## src/common/usms_pkg.sv

```systemverilog
package usms_pkg;

   // ------------------------------------------------------------
   // mode, frame and divisor layout
   // ------------------------------------------------------------
   localparam logic [1:0] USMS_MODE_MSPI = 2'b11;   // both select bits set
   localparam int USMS_DIV_WIDTH = 12;
   localparam logic [11:0] USMS_DIV_RESET = 12'h000;
   localparam int USMS_FRAME_BITS = 8;
   localparam logic [3:0] USMS_LAST_EDGE = 4'hf;     // 8 bits = 16 clock edges
   localparam logic [7:0] USMS_DATA_RESET = 8'h00;
   localparam logic [1:0] USMS_RX_DEPTH = 2'h2;      // receive buffer entries
   localparam logic [1:0] USMS_RX_EMPTY = 2'h0;
   localparam logic [1:0] USMS_RX_ONE = 2'h1;

   // ------------------------------------------------------------
   // transfer engine states
   // ------------------------------------------------------------
   typedef enum logic {
      USMS_IDLE = 1'b0,
      USMS_SHIFT = 1'b1
   } usms_state_type;

endpackage

```

## src/common/usms_rate_if.sv

```systemverilog
`timescale 1ns/10ps
// divisor, run request and half-period tick between engine and rate generator
interface usms_rate_if;
   logic [11:0] divisor;
   logic run;
   logic tick;
   modport gen (
      input divisor,
      input run,
      output tick
   );
   modport user (
      output divisor,
      output run,
      input tick
   );
endinterface

```

## src/hdl/usms_master.sv

```systemverilog
`timescale 1ns/10ps
// Functional notes
// - both select bits one enters master mode
// - spi control owns shifters, buffers, rate generator
// - no parity, recovery or async control
// - pin and flag behaviour as normal mode
// - same control locations, changed meanings
// - internal clock only, always master
// - rate is clock over two(divisor+1)
// - twelve-bit divisor from high and low
// - four modes from polarity and phase
// - shift and sample on opposite edges
// - full duplex, selectable bit order
// - double buffered transmit, no gaps
// - eight-bit frames, order for both directions
// - data write starts send and receive
// - framing, overrun, parity flags read zero
// - overflow drops newest byte, keeps older
module usms_master
   import usms_pkg::*;
(
   input wire logic sys_clk,
   input wire logic rst_b,
   input wire logic [1:0] mode_select_field,
   input wire logic clock_polarity_bit,
   input wire logic clock_phase_bit,
   input wire logic bit_order_bit,
   input wire logic transmit_enable_bit,
   input wire logic receive_enable_bit,
   input wire logic clock_pin_direction_bit,
   input wire logic [3:0] rate_divisor_high,
   input wire logic [7:0] rate_divisor_low,
   input wire logic data_wr_strobe,
   input wire logic [7:0] data_wr_value,
   input wire logic data_rd_strobe,
   output logic [7:0] data_rd_value,
   input wire logic tx_complete_clear,
   output logic master_spi_mode,
   output logic tx_buffer_empty,
   output logic tx_complete,
   output logic rx_complete,
   output logic framing_error_flag,
   output logic overrun_flag,
   output logic parity_error_flag,
   output logic transfer_clock_pin_out,
   output logic transfer_clock_pin_oe,
   output logic serial_data_out,
   output logic serial_data_out_oe,
   input wire logic serial_data_in
);

   // ------------------------------------------------------------
   // mode decode
   // ------------------------------------------------------------
   // both select bits
   assign master_spi_mode = (mode_select_field == USMS_MODE_MSPI);
   // same controls, meaning by mode
   // enable bits keep their place; in this mode they gate the shared engine
   wire tx_on = master_spi_mode && transmit_enable_bit;
   wire rx_on = master_spi_mode && receive_enable_bit;

   // unused error flags
   // no parity or framing checker exists in this path, so these are constant
   assign framing_error_flag = 1'b0;
   assign overrun_flag = 1'b0;
   assign parity_error_flag = 1'b0;

   // ------------------------------------------------------------
   // pin control
   // ------------------------------------------------------------
   // normal pin overrides
   // clock pin driven only as output
   // the clock pin follows its direction bit as in normal mode;
   // software is expected to set it before enabling
   logic sck_phase;
   logic sdo;
   assign transfer_clock_pin_oe = master_spi_mode && clock_pin_direction_bit;
   assign transfer_clock_pin_out = clock_polarity_bit ^ sck_phase;
   assign serial_data_out = sdo;
   assign serial_data_out_oe = tx_on;

   // ------------------------------------------------------------
   // rate generator
   // ------------------------------------------------------------
   usms_state_type state;
   usms_state_type next_state;
   usms_rate_if rate_bus ();

   assign rate_bus.divisor = {rate_divisor_high, rate_divisor_low};
   assign rate_bus.run = (state == USMS_SHIFT);

   usms_rate_gen u_rate (
      .sys_clk(sys_clk),
      .rst_b(rst_b),
      .rate(rate_bus.gen)
   );

   // ------------------------------------------------------------
   // transmit buffer
   // ------------------------------------------------------------
   logic [7:0] tx_buf;
   logic tx_full;
   logic [3:0] edge_cnt;
   wire tick = rate_bus.tick;
   wire last_edge = tick && (edge_cnt == USMS_LAST_EDGE);
   wire idle_load = (state == USMS_IDLE) && tx_full && tx_on;
   wire chain_load = last_edge && tx_full;
   wire load = idle_load || chain_load;
   // writes into a full buffer are ignored
   wire wr_take = data_wr_strobe && tx_on && !tx_full;
   assign tx_buffer_empty = !tx_full;

   always_ff @(posedge sys_clk or negedge rst_b) begin
      if (!rst_b) begin
         tx_full <= 1'b0;
         tx_buf <= USMS_DATA_RESET;
      end else if (!tx_on) begin
         tx_full <= 1'b0;
      end else if (wr_take) begin
         tx_full <= 1'b1;
         tx_buf <= data_wr_value;
      end else if (load) begin
         tx_full <= 1'b0;
      end
   end

   // ------------------------------------------------------------
   // edge classification
   // ------------------------------------------------------------
   // leading edges are even edge counts
   // setup and sample on opposite edges
   // phase 0 samples on leading, sets up on trailing;
   // phase 1 sets up on leading, samples on trailing
   wire leading = !edge_cnt[0];
   wire sample_edge = tick && (clock_phase_bit ? !leading : leading);
   wire setup_edge = tick && (clock_phase_bit ? leading : (!leading && !last_edge));

   // ------------------------------------------------------------
   // shift data paths
   // ------------------------------------------------------------
   logic [7:0] tx_shift;
   logic [7:0] rx_shift;
   // order shared by both directions
   // order bit high sends and receives the least significant bit first
   wire [7:0] load_word = tx_buf;
   wire load_bit = bit_order_bit ? load_word[0] : load_word[USMS_FRAME_BITS-1];
   wire out_bit = bit_order_bit ? tx_shift[0] : tx_shift[USMS_FRAME_BITS-1];
   wire [7:0] tx_advanced = bit_order_bit ? {1'b0, tx_shift[7:1]} : {tx_shift[6:0], 1'b0};
   // phase 0 already shows the first bit at load, so the shifter starts one step on
   wire [7:0] load_advanced = bit_order_bit ? {1'b0, load_word[7:1]} : {load_word[6:0], 1'b0};
   wire [7:0] rx_advanced = bit_order_bit ? {serial_data_in, rx_shift[7:1]} :
                                            {rx_shift[6:0], serial_data_in};
   // the final sample may land on the closing edge itself
   wire [7:0] rx_word = sample_edge ? rx_advanced : rx_shift;

   // ------------------------------------------------------------
   // transfer state machine
   // ------------------------------------------------------------
   // one common transfer control
   always_comb begin
      next_state = state;
      unique case (state)
         USMS_IDLE: begin
            if (idle_load) begin
               next_state = USMS_SHIFT;
            end
         end
         USMS_SHIFT: begin
            if (!tx_on || (last_edge && !tx_full)) begin
               next_state = USMS_IDLE;
            end
         end
      endcase
   end

   always_ff @(posedge sys_clk or negedge rst_b) begin
      if (!rst_b) begin
         state <= USMS_IDLE;
      end else begin
         state <= next_state;
      end
   end

   // edge counter and clock level; 16 toggles return to idle level
   always_ff @(posedge sys_clk or negedge rst_b) begin
      if (!rst_b) begin
         edge_cnt <= 4'h0;
         sck_phase <= 1'b0;
      end else if (!tx_on || load) begin
         edge_cnt <= 4'h0;
         sck_phase <= chain_load ? ~sck_phase : 1'b0;
      end else if (tick) begin
         edge_cnt <= edge_cnt + 4'h1;
         sck_phase <= ~sck_phase;
      end
   end

   // transmit shifter
   // phase 0 must present the first bit before the first edge
   always_ff @(posedge sys_clk or negedge rst_b) begin
      if (!rst_b) begin
         tx_shift <= USMS_DATA_RESET;
         sdo <= 1'b0;
      end else if (load) begin
         tx_shift <= clock_phase_bit ? load_word : load_advanced;
         if (!clock_phase_bit) begin
            sdo <= load_bit;
         end
      end else if (setup_edge) begin
         tx_shift <= tx_advanced;
         sdo <= out_bit;
      end
   end

   always_ff @(posedge sys_clk or negedge rst_b) begin
      if (!rst_b) begin
         rx_shift <= USMS_DATA_RESET;
      end else if (sample_edge) begin
         rx_shift <= rx_advanced;
      end
   end

   // ------------------------------------------------------------
   // transmit complete flag
   // ------------------------------------------------------------
   // set when the last frame ends with nothing queued; set beats clear
   wire tx_done = last_edge && !tx_full;
   always_ff @(posedge sys_clk or negedge rst_b) begin
      if (!rst_b) begin
         tx_complete <= 1'b0;
      end else if (tx_done) begin
         tx_complete <= 1'b1;
      end else if (tx_complete_clear) begin
         tx_complete <= 1'b0;
      end
   end

   // ------------------------------------------------------------
   // receive buffer
   // ------------------------------------------------------------
   logic [7:0] rx_slot [0:1];
   logic [1:0] rx_count;
   logic [1:0] next_rx_count;
   wire rx_push = last_edge && rx_on;
   wire rx_pop = data_rd_strobe && (rx_count != USMS_RX_EMPTY);
   // newest byte lost on overflow
   // a pop in the same cycle frees a slot, so the byte is kept then
   wire rx_store = rx_push && (rx_pop || (rx_count != USMS_RX_DEPTH));
   assign next_rx_count = rx_count + {1'b0, rx_store} - {1'b0, rx_pop};
   // slot 0 is always the oldest byte, read straight from a flop
   wire [1:0] wr_slot_idx = rx_count - {1'b0, rx_pop};
   assign data_rd_value = rx_slot[0];
   assign rx_complete = (rx_count != USMS_RX_EMPTY);

   always_ff @(posedge sys_clk or negedge rst_b) begin
      if (!rst_b) begin
         rx_count <= USMS_RX_EMPTY;
      end else if (!rx_on) begin
         rx_count <= USMS_RX_EMPTY;
      end else begin
         rx_count <= next_rx_count;
      end
   end

   // per-slot update: move forward on pop, then take the new byte
   genvar gi;
   generate
      for (gi = 0; gi < 2; gi++) begin : g_slot
         wire take = rx_store && (wr_slot_idx == 2'(gi));
         always_ff @(posedge sys_clk or negedge rst_b) begin
            if (!rst_b) begin
               rx_slot[gi] <= USMS_DATA_RESET;
            end else if (take) begin
               rx_slot[gi] <= rx_word;
            end else if (rx_pop && gi == 0) begin
               rx_slot[gi] <= rx_slot[1];
            end
         end
      end
   endgenerate

endmodule

```

## src/hdl/usms_rate_gen.sv

```systemverilog
`timescale 1ns/10ps
module usms_rate_gen
   import usms_pkg::*;
(
   input wire logic sys_clk,
   input wire logic rst_b,
   usms_rate_if.gen rate
);

   // ------------------------------------------------------------
   // half-period counter
   // ------------------------------------------------------------
   logic [11:0] count;
   logic [11:0] next_count;
   wire count_done = (count == rate.divisor);

   // divisor plus one per half
   // each half period lasts divisor+1 cycles, so the full
   // transfer clock period is 2*(divisor+1) system clocks
   assign next_count = (!rate.run || count_done) ? USMS_DIV_RESET : count + 12'h001;
   assign rate.tick = rate.run && count_done;

   // counter restarts while stopped so the first half is full
   always_ff @(posedge sys_clk or negedge rst_b) begin
      if (!rst_b) begin
         count <= USMS_DIV_RESET;
      end else begin
         count <= next_count;
      end
   end

endmodule

```

## config.mk

```make
export PLATFORM = sky130hd
export DESIGN_NAME = usms_master
export DESIGN_NICKNAME = d
export VERILOG_FILES = /design/src/common/usms_pkg.sv /design/src/common/usms_rate_if.sv /design/src/hdl/usms_master.sv /design/src/hdl/usms_rate_gen.sv
export SDC_FILE = /design/constraint.sdc
export NUM_CORES = 1
export LEC_CHECK = 0
export BUFFER_PORTS_ARGS = -buffer_cell sky130_fd_sc_hd__buf_2
export CELL_PAD_IN_SITES_DETAIL_PLACEMENT = 0
export CELL_PAD_IN_SITES_GLOBAL_PLACEMENT = 1
export CORE_MARGIN = 2
export CORE_UTILIZATION = 50
export CTS_BUF_LIST = sky130_fd_sc_hd__clkbuf_8
export DETAILED_ROUTE_END_ITERATION = 8
export PLACE_DENSITY = 0.91
export SLEW_MARGIN = 15
export SYNTH_ARGS = -nofsm -noshare
export SYNTH_HDL_FRONTEND = slang
export SYNTH_SLANG_ARGS = --single-unit
```

## constraint.sdc

```tcl
create_clock -name sys_clk -period 4.15 [get_ports sys_clk]
set_input_delay 0.2075 -clock sys_clk [delete_from_list [all_inputs] [get_ports sys_clk]]
set_output_delay 0.2075 -clock sys_clk [all_outputs]
set_load 0.01 [all_outputs]
```

==> metrics.yaml, run 1 <==
worst_pin_slew_ns: 0.949
overflow: 0
synthCells: 333
setup_violations: 0
grt_pass1_vias: 2504
syn_area_per_cell_um2: 10.4
ios: 53
root_buffer: "clkbuf_8"
wl_met1_mm: 3.35
synth_top_area_share_pct: 45.4
final_hold_viol_count: 0
reg2reg_depth: 10
end_kind: "register"
ant_nets: 0
met2RoutedLength_mm: 3.11
slew_viol_final: 0
vias: 2504
outcome: "completed"
r2r_slack_ns: 1.15
ys_ff_latch: 63
die_y_um: 87.3
drcViolationCount: 0
whs_path_depth: 2
synth_area_mm2: 0.00347
start_util_pct: 51.4
power_leakage_nw: 1.91
final_common_cell: "dfrtp_1"
wl_per_cell_um: 15.0
drt-pass1-iter-count: 4
drive_gt1_share_pct: 28.2
drt_wl_total_mm: 6.90
wl_met3_um: 266
antenna_found_initial: 0
io_buffers: 49
finish.utilization_pct: 58.2
cts_made_buffers: 9
ys_types: 46
fp.dieArea_mm2: 0.00762
final_cell_mix: "dfrtp_1, buf_2, nand2_1"
coreArea_mm2: 0.00676
crit_fanout: 9
grt_first_pass_wirelength_mm: 12.0
synth_warnings: 0
tns_ns: 0
crit_type: "register to register"
worstPathRequired_ns: 4.42
via_per_inst: 5.44
clock.fmax_mhz: 333
clock_skew_ns: 0.00936
vdd_drop_max_mv: 0.219
rows: 30
nNetsFinal: 413
first_iter_violations: 141
fillCellCount: 587
hpwlAfterDp_mm: 4.83
cts_sinks: 63
drv_cap: 0
hold_path.startpoint: "tx_complete_clear"
clk_latency_ns: 0.35
worstReg2RegEnd: "rx_count[1]$_DFF_PN0_"
post-place-ws_ns: 1.21
cts.htree.levels: 3
finish.instance_area_mm2: 0.00393
clock_path_buffers: 2
routed.top_layer: "met4"
min_to: "tx_complete$_DFFE_PN0P_"
min_path_type: "input port to register"
fin_crit_sh_pct: 72.3
synth.area.top_cells: "dfrtp_1, mux2_2, xor2_1"
cp.arrival_ns: 3.27
cp-start-kind: "register"
min_period_ns: 3.00
setup_ws_ns: 1.15
gp_congestion: 0.809
cts_tree: "done"
rsz0062_at_grt: "no"
synth_seq_area_share_pct: 45.4
r2r_start: "u_rate.count[0]$_DFF_PN0_"
powerDensity_mw_per_mm2: 355
synth_area_leader_cell: "dfrtp_1"
syn2layout_area_growth_pct: 13.3
grt_usage_pct: 20.3
grt_max_degree: 39
path_clk_slew_ns: 0.07
placed_cell_area_mm2: 0.00370
fp.dieW_um: 87.3
antenna_cells: 0
slew_headroom_pct: 36.4
cts_setup_buffers: 0
-- cell families (layout without fill, tap and decap cells) --
family,count (synthesis),after routing,synth area share (%)
AOI/OAI and AO/OA,43,43,8.73
xor gates and xnor gates,29,29,7.32
adders and majority gates,4,4,1.44
buffers and inverters,28,73,4.36
DFF,63,63,45.4
muxes,47,47,14.7
other,1,3,0.108
and+or+nand+nor,118,118,17.9
-- power by group --
part	switching [mW]	internal, mW	total [mW]	leakage [nW]
Combinational	0.0627	0.0643	0.127	0.943
Sequential	0.0290	0.643	0.672	0.860
Clock	0.260	0.339	0.598	0.105
-- synth_stat cells, drive strengths merged --
library cell,number
a211oi,1
a21boi,1
a21o,1
a21oi,5
a221o,8
a31oi,1
a32oi,1
and2,1
and3,5
and4,2
buf,16
clkbuf,6
clkinv,1
conb,1
dfrtp,63
ha,4
inv,5
mux2,32
mux2i,15
nand2,38
nand2b,3
nand3,15
nand3b,1
nand4,5
nand4b,1
nor2,37
nor2b,1
nor3,2
nor3b,1
nor4,3
o211ai,2
o21a,9
o21ai,12
o22a,1
o32ai,1
or2,2
or3,1
xnor2,7
xor2,22
-- area by class of cell --
| cell class | instances | area [um^2] | share of cell area (%) |
|---|---|---|---|
| sequential | 63 | 1580 | 40.1 |
| inverter | 6 | 22.5 | 0.573 |
| timing repair buffer | 51 | 263 | 6.68 |
| clock buffer | 9 | 124 | 3.15 |
| clock inverter | 7 | 97.6 | 2.48 |
| tap | 80 | 100 | 2.55 |
| multi-input combinational | 244 | 1750 | 44.5 |
-- flip-flops by register name (all words and copies together), names as in the netlist --
name,count
u_rate.count,12
data_rd_value,8
load_word,8
rx_shift,8
rx_slot,8
tx_shift,8
edge_cnt,4
rx_count,2
rate_bus.run,1
sck_phase,1
serial_data_out,1
tx_complete,1
tx_full,1
-- critical path, cell delays in order, from the launching register on --
cell and delay, ns:
dfrtp_1 0.46, xor2_1 0.18, nor4_2 0.56, nand4_4 0.29, nor3_1 0.33, a21boi_0 0.22
nor2_1 0.06, ha_1 0.19, xor2_1 0.15, or3_1 0.31, a21oi_1 0.16
-- timing repair --
item / in CTS / in global routing
endpoints found under the hold margin: 25 / 0
hold buffers: 1 / 0
resized for setup: 0 / 0
-- per-layer routing --
| layer | track usage, % | vias up |
|---|---|---|
| met4 | 8.95 | 0 |
| met1 | 28.3 | 1198 |
| met5 | 0 | - |
| met2 | 30.6 | 53 |
| met3 | 4.36 | 14 |
| li1 | - | 1239 |
-- how the worst max path moves through the flow --
stage / startpoint / endpoint / cells past startpoint
2_1_floorplan: rx_count[1]$_DFF_PN0_ / data_rd_value[0]$_DFFE_PN0P_ / 9
3_3_place_gp: u_rate.count[0]$_DFF_PN0_ / rx_count[1]$_DFF_PN0_ / 10
3_5_place_dp: u_rate.count[0]$_DFF_PN0_ / rx_count[1]$_DFF_PN0_ / 10
4_1_cts: u_rate.count[0]$_DFF_PN0_ / rx_count[1]$_DFF_PN0_ / 10
5_1_grt: u_rate.count[0]$_DFF_PN0_ / rx_count[1]$_DFF_PN0_ / 10
6_report: u_rate.count[0]$_DFF_PN0_ / rx_count[1]$_DFF_PN0_ / 10
-- metrics by stage --
step	instances	hold slack, ns	total power, mW
5_1_grt	460	0.0621	1.45
2_1_floorplan	335	-0.0881	0.759
4_1_cts	460	0.0363	1.41
6_report	460	0.0457	1.40
3_5_place_dp	443	0.251	0.811
3_3_place_gp	443	0.247	0.806
(Power assumes the default switching activity.)
==> run 2, diff against run 1 <==
CORE_UTILIZATION = 46   (was 50)
PLACE_DENSITY = 0.85   (was 0.91)
clock period = 2.8 ns   (was 4.15 ns; I/O delays follow)
==> run 2 against run 1 <==
Clock-buffer cell count unchanged. Critical path depth grew 1. Total power is 61% higher. Largest cell class unchanged. Register-to-register slack lost 0.91 ns.
==> metrics.yaml, run 2 (synthesis results as in run 1) <==
outcome: "completed"
rows: 31
hpwlAfterDp_mm: 4.84
worstReg2RegEnd: "rx_count[1]$_DFF_PN0_"
cts_sinks: 63
regArea_mm2: 0.00158
vias: 2552
cts.htree.levels: 3
slew_viol_final: 0
cts_setup_buffers: 0
crit_type: "register to register"
power_leakage_nw: 1.97
clock_path_buffers: 2
vdd_drop_max_mv: 0.289
crit_fanout: 4
coreArea_mm2: 0.00729
ant_nets: 0
ios: 53
tns_ns: 0
rsz0062_at_grt: "no"
grt_pass1_vias: 2463
holdWs_ns: 0.0352
fp.dieW_um: 90.8
final_cell_mix: "dfrtp_1, buf_2, nand2_1"
r2r_start: "u_rate.count[7]$_DFF_PN0_"
worst_pin_slew_ns: 0.932
clock.fmax_mhz: 391
gp_congestion: 0.843
io_buffers: 49
crit_end: "rx_count[1]$_DFF_PN0_"
top_register: "u_rate.count"
final_hold_viol_count: 0
syn2layout_area_growth_pct: 17.9
path_clk_slew_ns: 0.07
cp-startpoint: "u_rate.count[7]$_DFF_PN0_"
grt_usage_pct: 17.4
grt_first_pass_wirelength_mm: 11.6
powerDensity_mw_per_mm2: 549
fin_crit_sh_pct: 91.3
final_common_cell: "dfrtp_1"
first_iter_violations: 117
reg2reg_depth: 11
antenna_cells: 0
clk_latency_ns: 0.34
largest_reg_flops: 12
cp.arrival_ns: 2.82
slew_headroom_pct: 37.6
fp.dieArea_mm2: 0.00825
clock_skew_ns: 0.0109
fillCellCount: 680
cts_made_buffers: 9
min_period_ns: 2.56
drcViolationCount: 0
via_per_inst: 5.24
setup_violations: 0
min_path_type: "input port to register"
drt-pass1-iter-count: 4
start_util_pct: 47.6
nNetsFinal: 421
drt_wl_total_mm: 6.91
power_mw: 2.25
die_y_um: 90.8
cp-start-kind: "register"
r2r_slack_ns: 0.24
overflow: 0
multi_input_area_mm2: 0.00177
drive_gt1_share_pct: 29.6
grt_max_degree: 38
antenna_found_initial: 0
worstPathRequired_ns: 3.06
cts_tree: "done"
drv_cap: 0
wl_per_cell_um: 14.2
root_buffer: "clkbuf_8"
end_kind: "register"
[run 2: changes by cell type in the layout (fill, tap and decap cells not counted), sizes merged]
cell	before	now
bufinv	2	4
clkinv	4	3
buf	50	57
dlygate4sd3	1	2
clkinvlp	2	1
[run 2: final cells by class]
| type | instances | share of cell area [%] |
|---|---|---|
| multi-input combinational | 244 | 43.3 |
| sequential | 63 | 38.6 |
| timing repair buffer | 59 | 7.96 |
| clock inverter | 7 | 3.55 |
| clock buffer | 9 | 3.03 |
| tap | 99 | 3.03 |
| inverter | 6 | 0.551 |
[run 2: worst min-delay path by stage]
| stage | start | endpoint | cells after the start |
|---|---|---|---|
| 2_1_floorplan | rst_b | data_rd_value[0]$_DFFE_PN0P_ | 0 |
| 3_3_place_gp | rst_b | u_rate.count[7]$_DFF_PN0_ | 1 |
| 3_5_place_dp | rst_b | u_rate.count[9]$_DFF_PN0_ | 1 |
| 4_1_cts | data_wr_value[1] | load_word[1]$_DFFE_PN0P_ | 2 |
| 5_1_grt | data_wr_value[1] | load_word[1]$_DFFE_PN0P_ | 2 |
| 6_report | data_wr_value[1] | load_word[1]$_DFFE_PN0P_ | 2 |
[run 2: what timing repair did]
item | CTS | global route
resized for setup | 0 | 3
endpoints found under the hold margin | 36 | 0
hold buffers | 2 | 0
endpoints found under the setup margin | 0 | 1
[run 2: through the flow]
step                utilization, %  cells  cell area, um^2  setup WS [ns]
floorplan                        -    335             3480         0.0939
global placement              51.8    469             3780          0.209
detailed placement            51.8    469             3780          0.182
CTS                           55.8    487             4070          0.145
global route                  56.1    487             4090         0.0256
finish                        56.1    487             4090          0.242
[run 2: per-layer routing]
| layer | GRT usage [%] | share of wire [%] |
|---|---|---|
| met5 | 0 | 0 |
| met4 | 6.06 | 1.0 |
| met3 | 4.17 | 4.5 |
| met2 | 26.6 | 46 |
| met1 | 24.4 | 48 |
[run 2: worst max-delay path, stage by stage, from the launching register on]
cell	delay (ns)
dfrtp_1	0.43
xor2_1	0.17
nor4_2	0.34
buf_4	0.20
nand4_4	0.11
nor3_2	0.21
a21boi_0	0.20
nor2_1	0.06
ha_1	0.18
xor2_1	0.15
or3_1	0.31
a21oi_1	0.14
[run 2: where the power goes]
group	internal (mW)	switching (mW)	total (mW)
logic	0.0983	0.0960	0.194
registers	0.954	0.0445	0.998
clock network	0.684	0.369	1.05
==> run 3, diff against run 2 <==
clock period = 2.55 ns   (was 2.8 ns; I/O delays follow)
==> run 3 against run 2 <==
Non-clock buffer count rose by 12. Maximum frequency is 4.9% higher. Routed wire length is 7.0% higher. Sequential power up 9%. Largest cell class unchanged. Sequential share of layout area fell by 0.15 points. Flip-flop and latch count unchanged. Die area stayed put. Combinational power up 11%. Final area increased by 0.55%. Hold slack got worse by 0.010 ns.
==> metrics.yaml, run 3 (synthesis results as in run 1) <==
gp_congestion: 0.752
fin_crit_sh_pct: 95.6
grt_max_degree: 64
cts_sinks: 63
hpwlAfterDp_mm: 4.98
root_buffer: "clkbuf_8"
min_period_ns: 2.44
io_buffers: 49
tns_ns: 0
drt_wl_total_mm: 7.39
path_clk_slew_ns: 0.07
internal_power_mw: 1.63
crit_type: "register to register"
fp.dieArea_mm2: 0.00825
p_switching_mw: 0.548
worstPathRequired_ns: 2.82
power_leakage_nw: 2.01
final_common_cell: "dfrtp_1"
wl_per_cell_um: 14.8
finish.instance_area_mm2: 0.00411
holdWs_ns: 0.0247
swShare_pct: 25.2
coreArea_mm2: 0.00729
nNetsFinal: 433
via_per_inst: 5.20
clk_latency_ns: 0.34
cts_tree: "done"
power_mw: 2.18
placed_cell_area_mm2: 0.00382
drt-pass1-iter-count: 4
clkPwrFrac_pct: 39.8
powerDensity_mw_per_mm2: 530
grt_usage_pct: 19.6
slew_viol_final: 0
final_hold_viol_count: 0
grt_pass1_vias: 2672
cp-start-kind: "register"
antenna_cells: 0
top_register: "u_rate.count"
final_cell_mix: "dfrtp_1, buf_2, nand2_1"
end_kind: "register"
fin_cells: 499
power_frac_seq_pct: 50.3
fp.dieW_um: 90.8
first_iter_violations: 73
worst_pin_slew_ns: 0.811
start_util_pct: 47.6
ios: 53
drive_gt1_share_pct: 32.8
cts_made_buffers: 9
syn2layout_area_growth_pct: 18.5
grt_first_pass_wirelength_mm: 12.8
outcome: "completed"
rows: 31
setup_violations: 0
vias: 2595
drcViolationCount: 0
pwr-share-comb_pct: 9.9
drv_cap: 0
antenna_found_initial: 0
finish.utilization_pct: 56.4
post-place-ws_ns: 0.0970
clock_path_buffers: 2
ant_nets: 0
min_path_type: "input port to register"
vdd_drop_max_mv: 0.280
cp.arrival_ns: 2.71
cts.htree.levels: 3
setup_ws_ns: 0.113
clock.fmax_mhz: 410
slew_headroom_pct: 45.9
die_y_um: 90.8
dpl.cell_count: 474
clock_skew_ns: 0.00693
overflow: 0
largest_reg_flops: 12
crit_fanout: 3
==> run 3: cell types whose count changed in the layout (fill, tap and decap cells not counted), sizes merged <==
cell / before / now
clkbuf: 9 / 10
clkinv: 3 / 4
dlygate4sd3: 2 / 3
bufinv: 4 / 1
buf: 57 / 68
clkinvlp: 1 / 2
==> run 3: power by group through the flow <==
stage               combinational [mW]  clock (mW)  sequential (mW)
floorplan                        0.136           0             1.10
global placement                 0.205           0             1.11
detailed placement               0.212           0             1.11
CTS                              0.218       0.896             1.09
global route                     0.244       0.953             1.10
finish                           0.215       0.867             1.09
==> run 3: what timing repair did <==
action,4_1_cts,5_1_grt
setup endpoints to repair,0,1
setup buffers,0,6
hold buffers,3,0
resized for setup,0,6
hold endpoints to repair,65,0
==> run 3: final timing paths <==
path,cells after the start,endpoint,startpoint,slack (ns)
worst max-delay path,11,rx_count[1]$_DFF_PN0_,u_rate.count[5]$_DFF_PN0_,0.11
worst min-delay path,2,load_word[4]$_DFFE_PN0P_,data_wr_value[4],0.02
worst max register to register,11,rx_count[1]$_DFF_PN0_,u_rate.count[5]$_DFF_PN0_,0.11
worst min register to register,1,rx_slot[7]$_DFFE_PN0P_,rx_slot[7]$_DFFE_PN0P_,0.50
max in group asynchronous,3,u_rate.count[3]$_DFF_PN0_,rst_b,1.49
min in group asynchronous,3,u_rate.count[5]$_DFF_PN0_,rst_b,0.49
==> run 3: layout make-up <==
type	count	area, um^2
Clock buffer	10	138
Clock inverter	6	60.1
Inverter	6	22.5
Tap cell	99	124
Sequential cell	63	1580
Multi-Input combinational cell	244	1770
Timing Repair Buffer	71	418
Fill cell	672	3180
==> run 3: critical path, cell delays in order (launching register included) <==
cell and delay (ns):
dfrtp_1 0.39, xor2_1 0.18, nor4_2 0.27, buf_4 0.17
nand4_4 0.11, nor3_4 0.15, a21boi_2 0.17, nor2_1 0.05
ha_2 0.17, xor2_1 0.15, or3_1 0.41, a21oi_2 0.13
==> run 3: routing by layer <==
metal	GRT usage, %	up-vias	share of wire (%)
met2	30.5	50	47
li1	-	1278	-
met5	0	-	0
met1	26.3	1256	47
met4	6.82	0	1.8
met3	5.68	11	4.3
